`config.mk`:
```
export PLATFORM = sky130hd
export DESIGN_NAME = sbc_irq_encoder
export DESIGN_NICKNAME = d
export VERILOG_FILES = /design/src/inc/sbc_irq_pkg.sv /design/src/core/sbc_irq_encoder.sv
export SDC_FILE = /design/constraint.sdc
export NUM_CORES = 1
export LEC_CHECK = 0
export BUFFER_PORTS_ARGS = -buffer_cell sky130_fd_sc_hd__buf_2
export CORE_ASPECT_RATIO = 1.75
export CORE_UTILIZATION = 62
export DETAILED_ROUTE_END_ITERATION = 8
export PLACE_DENSITY = 0.81
export SLEW_MARGIN = 20
export SYNTH_ARGS = -nofsm -noshare
export SYNTH_HDL_FRONTEND = slang
export SYNTH_SLANG_ARGS = --single-unit
```
`constraint.sdc`:
```
create_clock -name sys_clk -period 4.42 [get_ports sys_clk]
set_input_delay 0 -clock sys_clk [delete_from_list [all_inputs] [get_ports sys_clk]]
set_output_delay 0 -clock sys_clk [all_outputs]
set_load 0.02 [all_outputs]
```
`src/inc/sbc_irq_pkg.sv`:
```
/*
 * Constants, field layouts and frame types of the event/interrupt encoder.
 * Assumes a 16-bit host frame: [15] watchdog bit, [14:12] mode select,
 * [11:9] register select, [8:0] register data (input or output side).
 */
// What this block does
// (RULE1) Interrupt pin held until matching register read
// (RULE2) All enables set after reset
// (RULE3) Each source except periodic wake has its own enable bit
// (RULE4) Wake register holds bus wake enable/flag
// (RULE5) Pin wake field codes rise=10, fall=01
// (RULE6) Summary flag reflects failure registers pending
// (RULE7) Supply heat warning enable and flag
// (RULE8) Transceiver and second supply thermal shutdown
// (RULE9) Third supply undervoltage fires both directions
// (RULE10) Corrupted serial frame enable and flag
// (RULE11) Reset flag active only in development mode
// (RULE12) Bad watchdog setting enable and flag
// (RULE13) Second supply undervoltage enable and flag
// (RULE14) Third supply overcurrent enable and flag
// (RULE15) Bus failure enable and flag
// (RULE16) Transceiver fault code 00/01/10/11 reported
// (RULE17) Written zero selects the opposite state
// (RULE18) Rejected frame sets serial error flag
// (RULE19) Mode 111 reads register, writes nothing
// (RULE20) Read clears flags, pin released when idle
// (RULE21) Periodic wake flag, output only
package sbc_irq_pkg;
	// Frame layout
	localparam int FRAME_W   = 16;
	localparam int MODE_HI   = 14;
	localparam int MODE_LO   = 12;
	localparam int SEL_HI    = 11;
	localparam int SEL_LO    = 9;
	localparam int DATA_W    = 9;
	// Register selects
	localparam logic [2:0] SEL_WAKE = 3'h0;
	localparam logic [2:0] SEL_FAIL = 3'h1;
	localparam logic [2:0] SEL_LINK = 3'h2;
	// Mode codes
	localparam logic [2:0] MODE_BAD  = 3'h0;
	localparam logic [2:0] MODE_READ = 3'h7;
	// Enable reset values, output reset value
	localparam logic [2:0] WAKE_EN_RST = 3'h7;
	localparam logic [8:0] FAIL_EN_RST = 9'h1FF;
	localparam logic       LINK_EN_RST = 1'h1;
	localparam logic [8:0] FLAG_RST    = 9'h000;
	// Wake field bit positions
	localparam int WK_BUS = 0;
	localparam int WK_LO  = 1;
	localparam int WK_HI  = 2;
	localparam int WK_CYC = 3;
	localparam int WK_SUM = 4;
	// Failure field bit positions
	localparam int F_HEAT = 0;
	localparam int F_TCVR = 1;
	localparam int F_S2OT = 2;
	localparam int F_S3UV = 3;
	localparam int F_SPI  = 4;
	localparam int F_RST  = 5;
	localparam int F_WDOG = 6;
	localparam int F_S2UV = 7;
	localparam int F_S3OC = 8;
	// Link field bit positions
	localparam int L_BUS  = 0;
	localparam int L_CODE = 1;
	// Fault codes
	localparam logic [1:0] TC_NONE  = 2'h0;
	localparam logic [1:0] TC_TXGND = 2'h1;
	localparam logic [1:0] TC_RXVCC = 2'h2;
	localparam logic [1:0] TC_TXRX  = 2'h3;

	// Detector event pulses, grouped
	typedef struct packed {
		logic busWake;
		logic periodicWake;
		logic mcuHeat;
		logic tcvrHot;
		logic supply2Hot;
		logic supply3Uv;
		logic resetSeen;
		logic badWatchdog;
		logic supply2Uv;
		logic supply3Oc;
		logic busFail;
	} det_ev_t;

	// Serial pins from the host
	typedef struct packed {
		logic csN;
		logic sck;
		logic sdi;
	} spi_in_t;
endpackage : sbc_irq_pkg

```
`src/core/sbc_irq_encoder.sv`:
```
/*
 * Event and interrupt register block with its serial slave.
 * Assumes detector inputs are one-cycle pulses on sys_clk, the serial pins
 * and wake pin are asynchronous, and the link clock is far below sys_clk.
 */
`timescale 1ns/1ps
module sbc_irq_encoder
	import sbc_irq_pkg::*;
(
	// Clock and reset
	input  wire logic             sys_clk,
	input  wire logic             rstn,
	// Serial pins
	input  wire spi_in_t          spiPins,
	output logic                  sdo_q,
	output logic                  sdoOe_q,
	// Detectors and status
	input  wire det_ev_t          detEv,
	input  wire logic             wakePin,
	input  wire logic [1:0]       tcvrCode,
	input  wire logic             devModeActive,
	input  wire logic             modeRejected,
	// Interrupt request, active low
	output logic                  intReqN_q
);

	////////////////////////////////////////////////////////////////////
	// Input synchronisers (two flops before any use)
	logic [3:0] syncA_q;        // First stage, read only by stage two
	logic [3:0] syncB_q;        // Stable copies
	logic [3:0] syncC_q;        // History for edge detect

	always_ff @(posedge sys_clk) begin
		if (!rstn) begin
			syncA_q <= 4'hF;
			syncB_q <= 4'hF;
			syncC_q <= 4'hF;
		end else begin
			syncA_q <= {wakePin, spiPins.csN, spiPins.sck, spiPins.sdi};
			syncB_q <= syncA_q;
			syncC_q <= syncB_q;
		end
	end

	logic csN, sdiS, sckRise, sckFall, csFall, csRise, wkRise, wkFall;
	assign csN     = syncB_q[2];
	assign sdiS    = syncB_q[0];
	assign sckRise = syncB_q[1] & ~syncC_q[1];
	assign sckFall = ~syncB_q[1] & syncC_q[1];
	assign csFall  = ~syncB_q[2] & syncC_q[2];
	assign csRise  = syncB_q[2] & ~syncC_q[2];
	assign wkRise  = syncB_q[3] & ~syncC_q[3];
	assign wkFall  = ~syncB_q[3] & syncC_q[3];

	////////////////////////////////////////////////////////////////////
	// Registers
	logic [2:0] wakeEn_q;       // Bus wake, pin fall, pin rise
	logic [8:0] failEn_q;       // Failure register enables
	logic       linkEn_q;       // Bus failure enable
	logic [3:0] wakeFl_q;       // Cyc, rise, fall, bus flags
	logic [8:0] failFl_q;       // Failure flags
	logic       linkFl_q;       // Bus failure flag
	logic       spiErr;         // Rejected frame pulse
	logic       rdWake, rdFail, rdLink;  // Frame-end read strobes
	logic [15:0] rxSh_q;        // Received shift register
	logic [4:0]  bitCnt_q;      // Falling edges seen
	logic [15:0] txSh_q;        // Outgoing shift register
	logic [15:0] lastOut_q;     // Answer kept for repeat on error
	logic        errPend_q;     // Announce error in next frame
	logic        sumFlag;       // Anything pending in the failure registers

	// Summary: a live fault code counts as a status bit
	assign sumFlag = |failFl_q | linkFl_q | (tcvrCode != TC_NONE); // [RULE6]

	// Output word of one register
	function automatic logic [8:0] regOut(input logic [2:0] sel);
		case (sel)
			SEL_WAKE: regOut = {4'h0, sumFlag, wakeFl_q};   // [RULE6] [RULE21]
			SEL_FAIL: regOut = failFl_q;
			SEL_LINK: regOut = {6'h00, tcvrCode, linkFl_q};   // [RULE16]
			default:  regOut = 9'h000;
		endcase
	endfunction : regOut

	////////////////////////////////////////////////////////////////////
	// Frame receive and validity check
	logic [2:0] rxMode, rxSel;
	logic       frameEnd, frameOk, doWrite;
	assign rxMode   = rxSh_q[MODE_HI:MODE_LO];
	assign rxSel    = rxSh_q[SEL_HI:SEL_LO];
	assign frameEnd = csRise;
	// Bit count must be 16, mode 000 invalid, illegal mode request invalid
	assign frameOk  = (bitCnt_q == 5'h10) && (rxMode != MODE_BAD)
		&& !modeRejected;
	assign spiErr   = frameEnd && !frameOk;                  // [RULE18]
	assign doWrite  = frameEnd && frameOk && (rxMode != MODE_READ); // [RULE19]
	assign rdWake   = frameEnd && frameOk && rxSel == SEL_WAKE;
	assign rdFail   = frameEnd && frameOk && rxSel == SEL_FAIL;
	assign rdLink   = frameEnd && frameOk && rxSel == SEL_LINK;

	// Sample data on clock falling edges while selected
	always_ff @(posedge sys_clk) begin
		if (!rstn) begin
			rxSh_q   <= 16'h0000;
			bitCnt_q <= 5'h00;
		end else if (csFall) begin
			bitCnt_q <= 5'h00;
		end else if (!csN && sckFall) begin
			rxSh_q   <= {rxSh_q[14:0], sdiS};
			bitCnt_q <= (bitCnt_q == 5'h1F) ? bitCnt_q : bitCnt_q + 5'h01;
		end
	end

	////////////////////////////////////////////////////////////////////
	// Enable writes; a zero written clears, a one sets
	always_ff @(posedge sys_clk) begin
		if (!rstn) begin
			wakeEn_q <= WAKE_EN_RST;                         // [RULE2]
			failEn_q <= FAIL_EN_RST;                         // [RULE2]
			linkEn_q <= LINK_EN_RST;                         // [RULE2]
		end else if (doWrite) begin
			case (rxSel)
				SEL_WAKE: wakeEn_q <= rxSh_q[2:0];           // [RULE3] [RULE17]
				SEL_FAIL: failEn_q <= rxSh_q[8:0];           // [RULE3] [RULE17]
				SEL_LINK: linkEn_q <= rxSh_q[L_BUS];         // [RULE3] [RULE17]
				default:  linkEn_q <= linkEn_q;
			endcase
		end
	end

	////////////////////////////////////////////////////////////////////
	// Event flags; a new event wins over the read clear
	logic [3:0] wakeSet;
	logic [8:0] failSet;
	assign wakeSet = {detEv.periodicWake,                      // [RULE21]
		wkRise & wakeEn_q[WK_HI], wkFall & wakeEn_q[WK_LO],    // [RULE5]
		detEv.busWake & wakeEn_q[WK_BUS]};                     // [RULE4]
	assign failSet = {detEv.supply3Oc, detEv.supply2Uv,        // [RULE14] [RULE13]
		detEv.badWatchdog,                                     // [RULE12]
		detEv.resetSeen & devModeActive,                       // [RULE11]
		spiErr,                                                // [RULE10]
		detEv.supply3Uv,                                       // [RULE9]
		detEv.supply2Hot, detEv.tcvrHot,                       // [RULE8]
		detEv.mcuHeat} & failEn_q;                             // [RULE7]

	always_ff @(posedge sys_clk) begin
		if (!rstn) begin
			wakeFl_q <= 4'h0;
			failFl_q <= FLAG_RST;
			linkFl_q <= 1'b0;
		end else begin
			wakeFl_q <= (rdWake ? 4'h0 : wakeFl_q) | wakeSet;   // [RULE20]
			failFl_q <= (rdFail ? 9'h000 : failFl_q) | failSet; // [RULE20]
			linkFl_q <= (rdLink ? 1'b0 : linkFl_q)
				| (detEv.busFail & linkEn_q);                   // [RULE15]
		end
	end

	// Request low while any enabled flag stays unread
	always_ff @(posedge sys_clk) begin
		if (!rstn) intReqN_q <= 1'b1;
		else intReqN_q <= ~(|wakeFl_q | |failFl_q | linkFl_q); // [RULE1] [RULE20]
	end

	////////////////////////////////////////////////////////////////////
	// Serial output: error bit first, then last answer, shifted on rise
	always_ff @(posedge sys_clk) begin
		if (!rstn) begin
			txSh_q    <= 16'h0000;
			lastOut_q <= 16'h0000;
			errPend_q <= 1'b0;
			sdo_q     <= 1'b0;
			sdoOe_q   <= 1'b0;
		end else begin
			if (frameEnd) begin
				errPend_q <= !frameOk;                           // [RULE18]
				if (frameOk)
					lastOut_q <= {1'b0, rxMode, rxSel, regOut(rxSel)};
			end
			if (csFall) begin
				txSh_q  <= lastOut_q;
				sdo_q   <= errPend_q;
				sdoOe_q <= 1'b1;
			end else if (!csN && sckFall && bitCnt_q == 5'h06
				&& rxSh_q[4:2] == MODE_READ) begin
				// Select completes on the seventh bit; its content
				// fills the last nine output bits of this frame
				txSh_q <= {regOut({rxSh_q[1:0], sdiS}), 7'h00}; // [RULE19]
			end else if (!csN && sckRise) begin
				sdo_q  <= txSh_q[15];
				txSh_q <= {txSh_q[14:0], 1'b0};
			end else if (csN) begin
				sdoOe_q <= 1'b0;
			end
		end
	end

	////////////////////////////////////////////////////////////////////
	// Checks
	chk_pin_held: assert property (@(posedge sys_clk) disable iff (!rstn)
		(failFl_q != 9'h000 && !rdFail) |=> !intReqN_q) // [RULE1]
		else $error("interrupt pin released with flags pending");
	chk_reset_en: assert property (@(posedge sys_clk)
		!rstn |=> failEn_q == 9'h1FF && wakeEn_q == 3'h7) // [RULE2]
		else $error("enables not set after reset");
	chk_mask_src: assert property (@(posedge sys_clk) disable iff (!rstn)
		(!failEn_q[F_HEAT] && !failFl_q[F_HEAT]) |=> !failFl_q[F_HEAT]) // [RULE3]
		else $error("masked source raised a flag");
	chk_spi_err: assert property (@(posedge sys_clk) disable iff (!rstn)
		(spiErr && failEn_q[F_SPI]) |=> failFl_q[F_SPI] ##1 !intReqN_q) // [RULE18]
		else $error("serial error not flagged");
	chk_ro_nowr: assert property (@(posedge sys_clk) disable iff (!rstn)
		(frameEnd && rxMode == MODE_READ) |=> $stable(failEn_q) && $stable(wakeEn_q)) // [RULE19]
		else $error("read-only frame wrote a register");
	chk_rd_clear: assert property (@(posedge sys_clk) disable iff (!rstn)
		(rdLink && !detEv.busFail) |=> !linkFl_q) // [RULE20]
		else $error("read did not clear flag");
	chk_rst_mode: assert property (@(posedge sys_clk) disable iff (!rstn)
		(!devModeActive && !failFl_q[F_RST]) |=> !failFl_q[F_RST]) // [RULE11]
		else $error("reset flag outside development mode");
	chk_summary: assert property (@(posedge sys_clk) disable iff (!rstn)
		linkFl_q |-> sumFlag) // [RULE6]
		else $error("summary flag missing");
	chk_uv_both: assert property (@(posedge sys_clk) disable iff (!rstn)
		(detEv.supply3Uv && failEn_q[F_S3UV]) |=> failFl_q[F_S3UV]) // [RULE9]
		else $error("undervoltage event lost");
	cov_read_ro: cover property (@(posedge sys_clk) frameEnd && rxMode == MODE_READ);
	cov_spi_err: cover property (@(posedge sys_clk) spiErr);
	cov_irq_rel: cover property (@(posedge sys_clk) $rose(intReqN_q));

endmodule : sbc_irq_encoder

```
==> impl_metrics.toml <==
[critical_path]
reg2reg_setup_slack_ns = 1.53
end_kind = "register"
rr_worst_depth = 6
crit_arrival_ns = 3.16
r2r-end = "failFl_q[5]$_SDFF_PN0_"
worst_setup_path_start_kind = "register"
critical_path_class = "reg -> reg"
critPathRequiredTime_ns = 4.69
r2r-start = "syncB_q[2]$_SDFF_PN1_"
cp_max_fo = 19

[layout]
fin_util_pct = 71.34
diodes = 0
drive_gt1_share_pct = 9.916
syn_to_final_growth_pct = 11.70
final_area_um2 = 4409
layout.nets = 494
fill_cells = 484

[timing]
max_freq_mhz = 346.1
holdWs_ns = 0.05412
rsz0062_at_grt = "no"
worst_slew_pin_slew_ns = 0.8516
clock_skew_ns = 0.01073
fin_setup_tns_ns = 0
setup_viol = 0
slew_viol_final = 0
fin_crit_sh_pct = 65.37
hold_viol = 0
fin_crit_ns = 2.889
timing.slew.headroom_pct = 42.93

[global_route]
grt_usage_pct = 28.35
grt_overflow_total = 0
antenna_found_initial = 0
grt_pass1_vias = 3059
grt_max_degree = 89
grt_pass1_wl_um = 14750

[floorplanning]
die_h_um = 107.6
rows = 38
fp.dieArea_um2 = 6703
initial_core_util_pct = 63.87
core_area_um2 = 6181
die_x_um = 62.32
io_pins = 24

[power_and_ir_drop]
combPwrFrac_pct = 5.9
power_switching_share_pct = 23.05
powerDensity_nw_per_um2 = 352.5
p_int_mw = 1.196
clkPwrFrac_pct = 37.7
p_sw_mw = 0.3583
ir_worst_vdd_mv = 0.2816
leakage_nw = 1.758
pwr-share-seq_pct = 56.4
finalPower_mw = 1.554

[logic_synthesis]
synth_edf_count = 0
synth_fp_nets = 470
ys.warnings.count = 0
synth_seq_area_share_pct = 47.16
yosysMostFrequentCell = "dfxtp_1"
syn_area_um2 = 3948
synth.area.top_cells = "dfxtp_1 47%, nand2_1 7.5%, mux2i_1 4.8%"
ys_ff_latch = 93
netlist_instances = 445
synth_top_flop_cell = "dfxtp_1"
netlist.area_leader.share_pct = 47.16
synth.distinct_cells = 49
avgSynthCellArea_um2 = 8.871
yosys-top-cells-count = "93 x dfxtp_1, 79 x nand2_1, 32 x nor2_1"
yosysTopAreaCell = "dfxtp_1"
ys_async_sr_fraction_pct = 0

[cts]
ctsLongestPathBuffers = 2
cts_made_buffers = 9
cts_resized = 0
cts.clk_slew.worst_paths_ns = 0.09
cts_max_level = 3
postCtsSetupBuffers = 0
cts_tree = "done"
clk_latency_ns = 0.37
root_buffer = "clkbuf_8"
cts_sinks = 93

[drt]
firstDrtPassIters = 4
ant_nets = 0
post_drt_via_cell_ratio = 5.776
drt_iter0_drc = 222
wl_per_cell_um = 15.68
drt_wl_total_um = 8687
drc_errors = 0
routed-via-count = 3200

[place]
postPlaceCellArea_um2 = 4040
port_buffers = 23
dp_hpwl_um = 5945
gp_congestion = 0.9209

[worst_hold_path]
hold_class = "in -> reg"
hold_path_end = "bitCnt_q[1]$_SDFFE_PP0P_"
holdPathStages = 3
min_from = "rstn"

[run]
max-cap-violations = 0

[status]
status = "complete, no violations"
[critical path, stage by stage, from the launching register on]
cell and delay (ns):
dfxtp_1 0.62, and4bb_1 0.28, and4b_1 0.65, nand2_1 0.40
a32oi_1 0.24, dlygate4sd3_1 0.57, nor2b_1 0.04
[worst max path at each step]
stage / endpoint / start / slack [ns]
detailed placement: failEn_q[4]$_SDFFE_PN1P_ / syncB_q[2]$_SDFF_PN1_ / 1.75
floorplan: failEn_q[0]$_SDFFE_PN1P_ / bitCnt_q[0]$_SDFFE_PP0P_ / 2.66
finish: failFl_q[5]$_SDFF_PN0_ / syncB_q[2]$_SDFF_PN1_ / 1.53
global route: failFl_q[5]$_SDFF_PN0_ / syncB_q[2]$_SDFF_PN1_ / 1.23
CTS: failFl_q[5]$_SDFF_PN0_ / syncB_q[2]$_SDFF_PN1_ / 1.50
global placement: failEn_q[5]$_SDFFE_PN1P_ / syncB_q[2]$_SDFF_PN1_ / 1.88
[layout make-up]
class                   instances  area [um2]  area share, %
repair buffers                 40       282.8          6.413
flip-flops and latches         93        1862          42.22
multi-input cells             319        1933          43.84
clock inverters                 5       57.56          1.305
inverters                       6       22.52         0.5108
well taps                      80       100.1          2.270
clock buffers                  11       151.4          3.434
[metrics by stage]
step | setup slack, ns | std cells
after floorplan | 2.661 | 445
after global routing | 1.234 | 554
after detailed placement | 1.747 | 522
after global placement | 1.884 | 522
final | 1.531 | 554
after CTS | 1.502 | 554
[what timing repair did]
action	4_1_cts	5_1_grt
endpoints found under the setup margin	0	0
hold buffers	16	0
endpoints found under the hold margin	15	0
[kinds of logic (layout without fill, tap and decap cells)]
family	count (synthesis)	in the layout	share of synthesized area (%)
mux	19	19	4.818
buf+inv	33	62	3.867
fa+ha+maj	4	4	1.268
compound gates	103	103	17.94
xor+xnor	3	3	0.6657
flops	93	93	47.16
simple gates	190	190	24.28
[routing by layer]
layer	GRT usage (%)	vias to the layer above	share of wire (%)
met5	0	-	0
met1	32.90	1523	42
met4	15.28	0	2.6
li1	-	1597	-
met3	4.343	15	3.2
met2	49.69	65	53
[state kept, by name, indices dropped and copies added, names as in the netlist]
register / cells
syncA_q: 4
lastOut_q: 15
bitCnt_q: 5
errPend_q: 1
sdoOe_q: 1
txSh_q: 16
failEn_q: 9
linkEn_q: 1
syncC_q: 3
rxSh_q: 15
wakeEn_q: 3
failFl_q: 9
syncB_q: 4
linkFl_q: 1
sdo_q: 1
intReqN_q: 1
wakeFl_q: 4
[layout by cell type (no fill, tap or decap), types with 4 or more instances in the layout]
master	synthesis	final
buf_2	8	23
a21boi_0	22	22
nand2b_1	13	13
inv_1	6	6
dlygate4sd3_1	0	16
mux2i_1	19	19
clkbuf_8	0	11
nor4_1	4	4
o21ai_0	19	19
nand3_1	12	12
nand2_1	79	79
nor2_1	32	32
o31ai_1	5	5
nand4_1	4	4
a221oi_1	8	8
a22oi_1	10	10
nor2b_1	20	20
ha_1	4	4
a21oi_1	20	20
dfxtp_1	93	93
[power by group through the flow]
| stage | clock network (mW) | registers, mW | logic [mW] |
|---|---|---|---|
| after detailed placement | 0 | 0.896 | 0.0793 |
| after global placement | 0 | 0.895 | 0.0776 |
| final | 0.585 | 0.877 | 0.0919 |
| after global routing | 0.624 | 0.880 | 0.102 |
| after CTS | 0.590 | 0.877 | 0.0913 |
| after floorplan | 0 | 0.889 | 0.0584 |
No activity file was read; power rests on OpenSTA's default activity.
